==> src/motion_set_pkg.sv <==
// constants and types shared by the motion set sequencer
package motion_set_pkg;
    localparam int POS_W = 32;
    localparam int SET_W = 5;
    localparam int SETS = 32;
    // control word 1 bit positions
    localparam int CW1_ENERGIZE = 2;
    localparam int CW1_STOP_N = 4;
    localparam int CW1_START = 6;
    localparam int CW1_ACK = 7;
    localparam int CW1_GUIDE = 10;
    // status word 1 bit positions
    localparam int SW1_NO_ERROR = 3;
    localparam int SW1_REACHED = 10;
    localparam int SW1_MARK_SEEN = 15;
    // status word 2 fields
    localparam int SW2_SET_LSB = 0;
    localparam int SW2_FLAG_LSB = 12;
    // table row field layout
    localparam int ROW_W = 48;
    localparam int ROW_TGT_LSB = 0;
    localparam int ROW_FUNC_LSB = 32;
    localparam int ROW_FLAG_LSB = 35;
    localparam int ROW_DIR_LSB = 41;
    localparam int ROW_HIDEC_BIT = 44;
    localparam logic [ROW_W-1:0] ROW_RESET = 48'h0000_0000_0000;
    localparam logic [SET_W-1:0] HOMING_SET = 5'h00;
    typedef enum logic [2:0] {
        FN_EMPTY = 3'h0, FN_ABS = 3'h1, FN_REL = 3'h2, FN_GEAR = 3'h3,
        FN_SEARCH = 3'h4, FN_VEL = 3'h5, FN_STOP = 3'h6
    } set_func_t;
    typedef enum logic [2:0] {
        DIR_ANY = 3'h0, DIR_POS = 3'h1, DIR_NEG = 3'h2, DIR_SHORT = 3'h3, DIR_KEEP = 3'h4
    } dir_policy_t;
    // flag codes: 00 and 11 leave unchanged, 10 clears, 01 sets
    localparam logic [1:0] FLAG_CLR = 2'h2;
    localparam logic [1:0] FLAG_SET = 2'h1;
endpackage : motion_set_pkg

==> src/motion_set_sequencer.sv <==
// command arbitration, set table sequencing and mark window logic
`timescale 1ns/1ps
// Overview of operation
// - guided: energize only when enable input and control bit 2 both high
// - guided: acknowledge only from control bit 7, enable input ignored
// - guided: jog inputs have no effect
// - unguided: control word ignored for these outputs, pins drive energize, ack, stop, jog
// - status updated always; outputs mirror status 1 bits 3 and 10
// - modulo absolute moves: any, positive, negative, shortest, keep direction
// - dynamic positioning decides direction from predicted braking position
// - direction policy bypassed for negative targets or targets at reset distance
// - no direction policy for test moves or post-homing positioning
// - marks ignored while position inside absolute ignore window
// - one shared ignore window for all mark sets
// - offset move unreachable without higher deceleration raises error
// - with higher deceleration allowed, device picks jerk and deceleration
// - mark taken from mark input, reported on status 1 bit 15
// - table holds homing row plus 31 motion rows
// - set number taken from second control word field
// - functions: empty, abs, rel, gearing, search, velocity, stop
// - start with set zero runs homing
// - after a set other than homing ends update flags bits 12 to 14 of status 2
// - per flag code: unchanged, clear, or set and drive output high
module motion_set_sequencer
    import motion_set_pkg::*;
(
    input  wire logic              clk_i,
    input  wire logic              rst_i,
    input  wire logic [15:0]       ctrl_word1_i,
    input  wire logic [15:0]       ctrl_word2_i,
    input  wire logic              enable_ack_input_i,
    input  wire logic              stop_request_input_i,
    input  wire logic              jog_plus_input_i,
    input  wire logic              jog_minus_input_i,
    input  wire logic              mark_input_i,
    input  wire logic              held_at_zero_i,
    input  wire logic              fault_i,
    input  wire logic              motion_done_i,
    input  wire logic              test_move_i,
    input  wire logic              post_homing_i,
    input  wire logic              dynamic_pos_i,
    input  wire logic [POS_W-1:0]  actual_pos_i,
    input  wire logic [POS_W-1:0]  brake_pos_i,
    input  wire logic [POS_W-1:0]  travel_dir_neg_i,
    input  wire logic              decel_short_i,
    input  wire logic [POS_W-1:0]  reset_dist_i,
    input  wire logic [POS_W-1:0]  ignore_zone_begin_i,
    input  wire logic [POS_W-1:0]  ignore_zone_end_i,
    input  wire logic              tbl_we_i,
    input  wire logic [SET_W-1:0]  tbl_addr_i,
    input  wire logic [ROW_W-1:0]  tbl_wdata_i,
    output logic                   energize_o,
    output logic                   ack_o,
    output logic                   stop_o,
    output logic                   jog_plus_o,
    output logic                   jog_minus_o,
    output logic                   no_error_output_o,
    output logic                   target_reached_output_o,
    output logic                   held_at_zero_output_o,
    output logic [15:0]            status_word1_o,
    output logic [15:0]            status_word2_o,
    output logic [2:0]             programmable_set_flags_o,
    output logic                   homing_start_o,
    output logic                   move_start_o,
    output logic [2:0]             move_func_o,
    output logic [POS_W-1:0]       move_target_o,
    output logic                   move_dir_neg_o,
    output logic                   move_dir_free_o,
    output logic                   hi_decel_o,
    output logic                   mark_error_o
);

    // pin synchronisers; first stage only feeds the second
    logic [4:0] pin_s1_q;
    logic [4:0] pin_s2_q;
    always_ff @(posedge clk_i or posedge rst_i)
    begin
        if (rst_i)
        begin
            pin_s1_q <= 5'h00;
            pin_s2_q <= 5'h00;
        end
        else
        begin
            pin_s1_q <= {mark_input_i, jog_minus_input_i, jog_plus_input_i,
                         stop_request_input_i, enable_ack_input_i};
            pin_s2_q <= pin_s1_q;
        end
    end
    logic en_s, stopin_s, jp_s, jm_s, mark_s;
    assign en_s     = pin_s2_q[0];
    assign stopin_s = pin_s2_q[1];
    assign jp_s     = pin_s2_q[2];
    assign jm_s     = pin_s2_q[3];
    assign mark_s   = pin_s2_q[4];

    logic guided;
    assign guided = ctrl_word1_i[CW1_GUIDE];

    logic ack_prev_q;
    logic ack_src;
    assign ack_src = guided ? ctrl_word1_i[CW1_ACK] : en_s;

    always_ff @(posedge clk_i or posedge rst_i)
    begin
        if (rst_i)
        begin
            energize_o  <= 1'b0;
            stop_o      <= 1'b1;
            jog_plus_o  <= 1'b0;
            jog_minus_o <= 1'b0;
            ack_o       <= 1'b0;
            ack_prev_q  <= 1'b0;
        end
        else
        begin
            ack_prev_q <= ack_src;
            ack_o      <= ack_src & ~ack_prev_q;
            if (guided)
            begin
                energize_o  <= en_s & ctrl_word1_i[CW1_ENERGIZE];
                stop_o      <= ~stopin_s | ~ctrl_word1_i[CW1_STOP_N];
                jog_plus_o  <= 1'b0;
                jog_minus_o <= 1'b0;
            end
            else
            begin
                energize_o  <= en_s;
                stop_o      <= ~stopin_s;
                jog_plus_o  <= jp_s & ~jm_s;
                jog_minus_o <= jm_s & ~jp_s;
            end
        end
    end

    // set table, row 0 is homing
    logic [ROW_W-1:0] table_q [SETS];
    always_ff @(posedge clk_i or posedge rst_i)
    begin
        if (rst_i)
        begin
            for (int i = 0; i < SETS; i++)
                table_q[i] <= ROW_RESET;
        end
        else if (tbl_we_i)
        begin
            table_q[tbl_addr_i] <= tbl_wdata_i;
        end
    end

    // start edge and set latch
    logic start_prev_q;
    logic start_rise;
    logic [SET_W-1:0] set_q;
    assign start_rise = ctrl_word1_i[CW1_START] & ~start_prev_q;

    typedef enum logic [3:0] {
        ST_IDLE   = 4'b0001,
        ST_RUN    = 4'b0010,
        ST_SEARCH = 4'b0100,
        ST_OFFSET = 4'b1000
    } seq_state_t;
    seq_state_t state_q;

    logic [ROW_W-1:0] row_cur;
    assign row_cur = table_q[set_q];
    logic [2:0] func_cur;
    assign func_cur = row_cur[ROW_FUNC_LSB +: 3];

    // next row slot for the offset move that follows a search
    function automatic logic [SET_W-1:0] next_set(input logic [SET_W-1:0] s);
        next_set = s + 5'h01;
    endfunction : next_set

    // signed window test, bounds are absolute positions
    function automatic logic in_zone(input logic [POS_W-1:0] p,
                                     input logic [POS_W-1:0] b,
                                     input logic [POS_W-1:0] e);
        in_zone = ($signed(p) >= $signed(b)) && ($signed(p) <= $signed(e));
    endfunction : in_zone

    logic mark_prev_q;
    logic mark_edge;
    logic mark_ok;
    assign mark_edge = mark_s & ~mark_prev_q;
    assign mark_ok = mark_edge &
        ~in_zone(actual_pos_i, ignore_zone_begin_i, ignore_zone_end_i);

    logic mark_seen_q;
    logic reached_q;
    logic [2:0] flags_q;
    logic set_end;
    assign set_end = (state_q == ST_RUN || state_q == ST_OFFSET ||
                      state_q == ST_SEARCH) && motion_done_i;

    always_ff @(posedge clk_i or posedge rst_i)
    begin
        if (rst_i)
        begin
            start_prev_q   <= 1'b0;
            mark_prev_q    <= 1'b0;
            set_q          <= HOMING_SET;
            state_q        <= ST_IDLE;
            homing_start_o <= 1'b0;
            move_start_o   <= 1'b0;
            mark_seen_q    <= 1'b0;
            mark_error_o   <= 1'b0;
        end
        else
        begin
            start_prev_q   <= ctrl_word1_i[CW1_START];
            mark_prev_q    <= mark_s;
            homing_start_o <= 1'b0;
            move_start_o   <= 1'b0;
            if (ack_o)
                mark_error_o <= 1'b0;
            unique case (state_q)
                ST_IDLE:
                begin
                    if (start_rise)
                    begin
                        set_q <= ctrl_word2_i[SW2_SET_LSB +: SET_W];
                        mark_seen_q <= 1'b0;
                        if (ctrl_word2_i[SW2_SET_LSB +: SET_W] == HOMING_SET)
                        begin
                            homing_start_o <= 1'b1;
                            state_q        <= ST_RUN;
                        end
                        else
                        begin
                            move_start_o <= 1'b1;
                            state_q      <= ST_RUN;
                        end
                    end
                end
                ST_RUN:
                begin
                    if (motion_done_i)
                        state_q <= ST_IDLE;
                    else if (func_cur == FN_SEARCH)
                        state_q <= ST_SEARCH;
                end
                ST_SEARCH:
                begin
                    if (motion_done_i)
                        state_q <= ST_IDLE;
                    else if (mark_ok)
                    begin
                        mark_seen_q  <= 1'b1;
                        set_q        <= next_set(set_q);
                        move_start_o <= 1'b1;
                        state_q      <= ST_OFFSET;
                        // permission belongs to the offset row, not the search row
                        if (decel_short_i && !table_q[next_set(set_q)][ROW_HIDEC_BIT])
                            mark_error_o <= 1'b1;
                    end
                end
                ST_OFFSET:
                begin
                    if (motion_done_i)
                        state_q <= ST_IDLE;
                end
                default: state_q <= ST_IDLE;
            endcase
        end
    end

    // flag update from the row that just ended
    always_ff @(posedge clk_i or posedge rst_i)
    begin
        if (rst_i)
        begin
            flags_q   <= 3'h0;
            reached_q <= 1'b0;
        end
        else
        begin
            if (move_start_o || homing_start_o)
                reached_q <= 1'b0;
            else if (set_end)
                reached_q <= 1'b1;
            if (set_end && set_q != HOMING_SET)
            begin
                for (int k = 0; k < 3; k++)
                begin
                    if (row_cur[ROW_FLAG_LSB + 2*k +: 2] == FLAG_CLR)
                        flags_q[k] <= 1'b0;
                    else if (row_cur[ROW_FLAG_LSB + 2*k +: 2] == FLAG_SET)
                        flags_q[k] <= 1'b1;
                end
            end
        end
    end

    // direction policy for modulo absolute moves
    logic [POS_W-1:0] ref_pos;
    logic [POS_W-1:0] tgt;
    logic [POS_W-1:0] fwd_dist;
    logic policy_on;
    logic [2:0] pol;
    assign tgt = row_cur[ROW_TGT_LSB +: POS_W];
    assign pol = row_cur[ROW_DIR_LSB +: 3];
    assign ref_pos = dynamic_pos_i ? brake_pos_i : actual_pos_i;
    assign fwd_dist = (tgt >= ref_pos) ? tgt - ref_pos : reset_dist_i - ref_pos + tgt;
    assign policy_on = (reset_dist_i != '0) && (func_cur == FN_ABS) &&
                       !tgt[POS_W-1] && (tgt < reset_dist_i) &&
                       !test_move_i && !post_homing_i;

    always_ff @(posedge clk_i or posedge rst_i)
    begin
        if (rst_i)
        begin
            move_func_o     <= 3'h0;
            move_target_o   <= '0;
            move_dir_neg_o  <= 1'b0;
            move_dir_free_o <= 1'b1;
            hi_decel_o      <= 1'b0;
        end
        else
        begin
            move_func_o   <= func_cur;
            move_target_o <= tgt;
            hi_decel_o    <= row_cur[ROW_HIDEC_BIT];
            move_dir_free_o <= 1'b1;
            move_dir_neg_o  <= 1'b0;
            if (policy_on)
            begin
                unique case (pol)
                    DIR_POS:   move_dir_free_o <= 1'b0;
                    DIR_NEG:
                    begin
                        move_dir_free_o <= 1'b0;
                        move_dir_neg_o  <= 1'b1;
                    end
                    DIR_SHORT:
                    begin
                        move_dir_free_o <= 1'b0; // exactly half distance goes positive
                        move_dir_neg_o  <= (fwd_dist > (reset_dist_i >> 1));
                    end
                    DIR_KEEP:
                    begin
                        move_dir_free_o <= 1'b0;
                        move_dir_neg_o  <= travel_dir_neg_i[0];
                    end
                    default:   move_dir_free_o <= 1'b1;
                endcase
            end
        end
    end

    // status words and mirrored outputs
    always_ff @(posedge clk_i or posedge rst_i)
    begin
        if (rst_i)
        begin
            status_word1_o          <= 16'h0000;
            status_word2_o          <= 16'h0000;
            no_error_output_o       <= 1'b0;
            target_reached_output_o <= 1'b0;
            held_at_zero_output_o   <= 1'b0;
            programmable_set_flags_o <= 3'h0;
        end
        else
        begin
            status_word1_o <= 16'h0000;
            status_word1_o[SW1_NO_ERROR]  <= ~fault_i & ~mark_error_o;
            status_word1_o[SW1_REACHED]   <= reached_q;
            status_word1_o[SW1_MARK_SEEN] <= mark_seen_q;
            status_word2_o <= {1'b0, flags_q, 7'h00, set_q};
            no_error_output_o       <= ~fault_i & ~mark_error_o;
            target_reached_output_o <= reached_q;
            held_at_zero_output_o   <= held_at_zero_i;
            programmable_set_flags_o <= flags_q;
        end
    end

    property p_guided_jog_off;
        @(posedge clk_i) disable iff (rst_i)
        ctrl_word1_i[CW1_GUIDE] |=> !jog_plus_o && !jog_minus_o;
    endproperty
    a_guided_jog_off: assert property (p_guided_jog_off)
        else $error("jog active while guided");

    property p_guided_energize;
        @(posedge clk_i) disable iff (rst_i)
        ctrl_word1_i[CW1_GUIDE] && !ctrl_word1_i[CW1_ENERGIZE] |=> !energize_o;
    endproperty
    a_guided_energize: assert property (p_guided_energize)
        else $error("energized without control bit");

    property p_homing;
        @(posedge clk_i) disable iff (rst_i)
        state_q == ST_IDLE && start_rise &&
        ctrl_word2_i[SW2_SET_LSB +: SET_W] == HOMING_SET |=> homing_start_o && !move_start_o;
    endproperty
    a_homing: assert property (p_homing)
        else $error("set zero did not start homing");

    property p_latch;
        @(posedge clk_i) disable iff (rst_i)
        state_q == ST_RUN && !start_rise |=> $stable(set_q) || state_q == ST_IDLE;
    endproperty
    a_latch: assert property (p_latch)
        else $error("set number changed while running");

    property p_mirror;
        @(posedge clk_i) disable iff (rst_i)
        ##1 target_reached_output_o == status_word1_o[SW1_REACHED] &&
            no_error_output_o == status_word1_o[SW1_NO_ERROR];
    endproperty
    a_mirror: assert property (p_mirror)
        else $error("outputs differ from status word");

    property p_unguided_stop;
        @(posedge clk_i) disable iff (rst_i)
        !ctrl_word1_i[CW1_GUIDE] |=> stop_o == !$past(stopin_s);
    endproperty
    a_unguided_stop: assert property (p_unguided_stop)
        else $error("stop does not follow input");

    property p_ignore;
        @(posedge clk_i) disable iff (rst_i)
        state_q == ST_SEARCH && mark_edge && !motion_done_i &&
        in_zone(actual_pos_i, ignore_zone_begin_i, ignore_zone_end_i) |=> state_q == ST_SEARCH;
    endproperty
    a_ignore: assert property (p_ignore)
        else $error("mark taken inside ignore window");

    property p_guided_stop;
        @(posedge clk_i) disable iff (rst_i)
        ctrl_word1_i[CW1_GUIDE] && !ctrl_word1_i[CW1_STOP_N] |=> stop_o;
    endproperty
    a_guided_stop: assert property (p_guided_stop)
        else $error("stop not held in guided mode");

endmodule : motion_set_sequencer

==> config.mk <==
export PLATFORM = sky130hd
export DESIGN_NAME = motion_set_sequencer
export DESIGN_NICKNAME = d
export VERILOG_FILES = /design/src/motion_set_pkg.sv /design/src/motion_set_sequencer.sv
export SDC_FILE = /design/constraint.sdc
export NUM_CORES = 2
export LEC_CHECK = 0
export BUFFER_PORTS_ARGS = -buffer_cell sky130_fd_sc_hd__buf_2
export CAP_MARGIN = 20
export CORE_MARGIN = 10
export CORE_UTILIZATION = 48
export CTS_CLUSTER_DIAMETER = 60
export DETAILED_ROUTE_END_ITERATION = 10
export PLACE_DENSITY = 0.73
export SLEW_MARGIN = 0
export SYNTH_ARGS = -nofsm -noshare
export SYNTH_HDL_FRONTEND = slang
export SYNTH_SLANG_ARGS = --single-unit
==> constraint.sdc <==
create_clock -name clk_i -period 78.4 [get_ports clk_i]
set_clock_uncertainty 0.05 [all_clocks]
set_input_delay 11.76 -clock clk_i [delete_from_list [all_inputs] [get_ports clk_i]]
set_output_delay 11.76 -clock clk_i [all_outputs]
set_load 0.02 [all_outputs]
* Word-level counts from Yosys, hierarchy flattened
Cells that the tools add are included.
W data, S select, Z words.
** Operators by class
- $add $sub $neg :: 4
- Multiplexer cells :: 56
- $lt $le $gt $ge :: 9
- Reductions and logical operators :: 31
- Bitwise operators :: 22
- Eq/ne operators :: 22
** Operators by type and width (count)
- $bwmux W1536 :: 1
- $bmux W48 S5 :: 2
- $demux W48 S5 :: 1
- $mux W45 :: 4
- $ge A32 B32 Y1 :: 2
- $mux W32 :: 2
- $sub A32 B32 Y32 :: 2
- $mux W48 :: 1
- $add A32 B32 Y32 :: 1
- $gt A32 B31 Y1 :: 1
- $le A32 B32 Y1 :: 1
- $lt A32 B32 Y1 :: 1
- $reduce_bool A32 Y1 :: 1
- $mux W1 :: 31
- $mux W4 :: 6
- $ge A6 B6 Y1 const B :: 3
- $not A5 Y6 :: 3
- $pmux W4 S4 :: 1
- $mux W5 :: 3
- $logic_and A1 B1 Y1 :: 10
- $not A1 Y1 :: 10
- $pmux W5 S2 :: 1
- $reduce_bool A2 Y1 :: 5
- $and A1 B1 Y1 :: 8
- 24 further kinds :: 43
** Storage, ports and cells
- Input port bits :: 292
- Register bits :: 1626

* Logic depth before layout (Yosys ltp)
- Word-level depth :: 11
- Gate-level depth with buffers :: 36
- Mapped depth without buffers :: 29

* Least setup slack after synthesis
No wires, ideal clock.
- Kind :: input-to-reg
- Start :: input dynamic_pos_i
- End :: register move_dir_neg_o
- Cell stages on the path :: 24
- Data required time :: 78.263 ns
- Path buffers :: 2
- Setup time :: 0.087 ns
- Slack :: 61.262 ns
- Data arrival time :: 17.001 ns
- Path through :: clkbuf_1 clkbuf_1 mux2i_1 inv_1 fa_1 inv_1 ha_1 o21a_1 o21a_1 o211a_1 o31ai_1 o21ai_0 a21oi_1 xor2_1 o21ai_0 ha_1 nand4_1 or4_1 nor3_1 o21ai_0 o21ai_0 a21oi_1 nor2b_1 a211oi_2
** On the way
- Word-level cells in the longest chain between the ends :: 7
** Ends and longest elaborated chain
- start, declared :: RTL line motion_set_sequencer.sv:41 : input wire logic dynamic_pos_i,
- $mux W32 (*) :: RTL line motion_set_sequencer.sv:303 : assign ref_pos = dynamic_pos_i ? brake_pos_i : actual_pos_i;
- $sub A32 B32 Y32 :: RTL line motion_set_sequencer.sv:304 : assign fwd_dist = (tgt >= ref_pos) ? tgt - ref_pos : reset_dist_i - ref_pos + tgt;
- $add A32 B32 Y32 :: RTL line motion_set_sequencer.sv:304
- $mux W32 (*) :: RTL line motion_set_sequencer.sv:304
- $gt A32 B31 Y1 (*) :: RTL line motion_set_sequencer.sv:338 : move_dir_neg_o <= (fwd_dist > (reset_dist_i >> 1));
- $pmux W1 S3 (*) :: RTL line motion_set_sequencer.sv:328 : unique case (pol)
- $mux W1 (*) :: RTL line motion_set_sequencer.sv:326 : if (policy_on)
- end signal, assigned :: RTL line motion_set_sequencer.sv:338
- end signal, assigned :: RTL line motion_set_sequencer.sv:343 : move_dir_neg_o <= travel_dir_neg_i[0];
- end, declared :: RTL line motion_set_sequencer.sv:67 : output logic move_dir_neg_o,
Every way passes the cells marked *; elsewhere a longest branch is shown, timed or not.
A chain may end at the register's enable or synchronous reset.

* Worst setup path in the final report
Ends and elaborated chain as after synthesis.

==> key figures <==
Outcome
  • Status: completed

GRT
  • Grt total ovfl: 0
  • Vias in the first global route: 49.6k
  • GRT Util Overall: 24.2%
  • Largest net degree at the start of global routing: 189
  • Initial antenna violation count: 19
  • First-pass GRT wire length: 321,000 µm

Place
  • Area after DPL: 79,400 µm²
  • Final Wtd Congestion: 0.997
  • Pre-CTS WS: 59.22 ns
  • Port Buffers: 298
  • DP Cell Count: 7,439
  • Detailed placer's ending HPWL: 130,000 µm

Min path
  • HP Class: reg2reg
  • Worst Hold Launch: pin_s1_q[3]

Synth
  • Unique masters post-synth: 71
  • Number of flops mapped to enable cells by yosys: 0
  • Gate Count Post-Synth: 5,418
  • Top FF cell, synth: dfrtp_1
  • Yosys reg bits: 1,525
  • Ys async rst share: 100%
  • Ys Warns: 0
  • Part of the Yosys area used for sequential elements: 50.1%
  • Synthesized area: 76,200 µm²
  • Syn_area_per_cell: 14.1 µm²

Clock network
  • Clock-pin slew on the worst setup and hold paths: 0.06 ns
  • CTS Buffer Depth: 3
  • CTS Hold Bufs: 0
  • TritonCTS buffer count: 155
  • Postcts setup bufs: 0
  • Root Buffer: clkbuf_16
  • Clock latency on the worst-skew pair: 0.79 ns
  • H-tree depth: 4
  • CTS tree: done
  • CTS resizes: 0
  • # clock sinks: 1,525

Setup path
  • Startpoint class of the critical path: input pin
  • Worst EP arrival: 18.97 ns
  • FF-to-FF setup slack: 67.78 ns
  • Crit path required time: 79.01 ns
  • Endpoint type of the worst setup path: register
  • Worst setup path startpoint: dynamic_pos_i
  • Reg2reg start: set_q[0]
  • Critical path class: in2reg
  • Crit-path max FO: 33

Cells and area
  • Design Area, Final: 84,700 µm²
  • Fin nets: 6,049
  • Non-Filler Instances: 7,724
  • Layout Area Growth over Synthesis: 11.1%
  • Final Util: 53.5%
  • Share of cells above drive strength 1: 43.9%

Power
  • Combinational share of power: 39.3%
  • Power Internal: 1920 µW
  • Net Sw Power: 1030 µW
  • Clock share of power: 25.6%
  • Power per Cell Area: 34.7 nW/µm²
  • Seq pwr share: 35.1%
  • VDD IR max: 0.0307 mV
  • Switch share: 34.8%
  • Pleak: 0.0398 µW

STA
  • Slew Viols, Final: 0
  • Period utilization: 23.4%
  • RSZ-0062 raised after global routing: false
  • Slew margin rel.: 18.5%
  • Slack of the critical path: 60.04 ns
  • Crit path time final: 18.36 ns
  • Total Neg Setup Slack: 0 ns
  • FMAX: 0.0545 GHz
  • Worst slew pin tran: 1.19 ns
  • Setup-failing EPs final: 0
  • Final Hold Viols: 0

Routing
  • Antenna Nets Post-Route: 0
  • Via density per instance: 6.12
  • Per-cell routed wire length: 27.8 µm
  • Final wirelength: 214,000 µm
  • Initial DRC count: 3,823
  • Residual DRC: 0
  • Vias: 47.3k
  • DR pass1 iterations: 5

Floorplanning
  • Die width: 418 µm
  • Die height: 418 µm
  • Std cell rows: 146
  • IO Count: 376
  • Core Area: 158,000 µm²
  • Die ar.: 175,000 µm²
  • Initial Util: 48.2%

Job
  • Max capacitance violation total: 0
-- worst max-delay path, cell delays in order --
cell and delay (ns):
buf_2 0.76, mux2i_1 0.79, inv_1 0.14, fa_1 0.52, inv_1 0.05, ha_1 0.34, nand4_1 0.22, nor3_1 0.32
nor3_1 0.12, a211oi_1 0.48, o31ai_1 0.18, o21ai_0 0.34, a21oi_1 0.14, xor2_1 0.17, a211oi_1 0.35, ha_1 0.37
a2111oi_0 0.42, o211ai_1 0.21, nor4_1 0.41, o21ai_0 0.15, a21oi_1 0.38, o311a_1 0.28, a211oi_2 0.06
-- cell usage after synthesis, types with 67 or more instances --
cell / number / area (µm²)
a21oi_1: 137 / 686
clkbuf_1: 344 / 1290
dfrtp_1: 1522 / 38100
ha_1: 194 / 2430
inv_1: 249 / 935
mux2_2: 1442 / 16200
mux2i_1: 194 / 1940
mux4_2: 361 / 8130
nand2_1: 146 / 548
nor2_1: 83 / 312
o21ai_0: 77 / 385
o221ai_1: 67 / 587
-- layout by cell type, fill, tap and decap left out, types with 11 or more instances in the layout --
cell / Yosys / layout
a211oi_1: 20 / 20
a21o_1: 51 / 51
a21oi_1: 137 / 137
buf_2: 43 / 300
buf_4: 44 / 72
clkbuf_1: 344 / 36
clkbuf_16: 0 / 159
clkbuf_8: 0 / 32
clkinv_2: 0 / 19
conb_1: 1 / 21
dfrtp_1: 1522 / 1517
fa_1: 32 / 32
ha_1: 194 / 194
inv_1: 249 / 246
inv_6: 0 / 11
mux2_2: 1442 / 1442
mux2i_1: 194 / 194
mux4_2: 361 / 361
nand2_1: 146 / 129
nand2_4: 0 / 17
nand2b_1: 22 / 21
nand3_1: 28 / 28
nand4_1: 32 / 32
nor2_1: 83 / 67
nor2_4: 0 / 16
nor2b_1: 17 / 17
nor3_1: 20 / 20
nor4_1: 15 / 15
o21a_1: 15 / 15
o21ai_0: 77 / 77
o221ai_1: 67 / 67
o22ai_1: 41 / 41
o31ai_1: 19 / 18
xnor2_1: 29 / 29
xor2_1: 30 / 30
-- path summary, 6_finish.rpt --
| check | endpoint | cells after the start |
|---|---|---|
| max | move_dir_neg_o | 23 |
| min reg2reg | pin_s2_q[3] | 0 |
| max in group asynchronous | table_q[1313] | 7 |
| min in group asynchronous | reached_q | 2 |
| max reg2reg | move_dir_neg_o | 25 |
| min | pin_s2_q[3] | 0 |
-- through the flow --
stage               power [µW]  hold WS, ns
global placement          2160        0.283
floorplan                 1890        0.281
CTS                       2950        0.299
finish                    2940        0.298
global route              3100        0.303
detailed placement        2190        0.286
-- flip-flops by register name (all words and copies together), names as in the netlist, 2 cells and up --
register	cells
table_q	1440
move_target_o	32
status_word2_o	6
pin_s1_q	5
pin_s2_q	5
set_q	5
state_q	4
flags_q	3
move_func_o	3
status_word1_o	3
programmable_set_flags_o	2
-- routing by layer --
metal | up-vias | global-route usage (%) | wire length, µm
met5 | - | 0 | 55
met4 | 6 | 8.06 | 7570
met3 | 393 | 4.21 | 13000
met2 | 1567 | 40.1 | 103000
met1 | 25200 | 32.3 | 90600
li1 | 20100 | - | -
-- area by class of cell --
type | count | area [µm²]
fill | 12700 | 73500
inverter | 250 | 951
timing repair buffer | 382 | 2230
clock buffer | 227 | 4550
antenna | 3 | 7.51
tap | 2072 | 2590
clock inverter | 48 | 609
multi-input combinational | 3217 | 35600
sequential | 1525 | 38200
-- power groups by stage --
| stage | Combinational (µW) | Sequential, µW | Clock, µW |
|---|---|---|---|
| finish | 1160 | 1030 | 752 |
| global placement | 1130 | 1030 | 0 |
| CTS | 1150 | 1030 | 763 |
| floorplan | 865 | 1020 | 0 |
| detailed placement | 1150 | 1040 | 0 |
| global route | 1260 | 1050 | 794 |
-- logic make-up after synthesis --
kind of cell,count (synthesis),synth area share [%]
mux,1997,34.5
other cells,1,0.00492
xor+xnor,59,0.678
buf+inv,696,3.73
compound gates,495,4.29
fa+ha+maj,226,4.02
flops,1525,50.1
simple gates,419,2.68
Note: power is estimated with default switching activity, not from simulation.
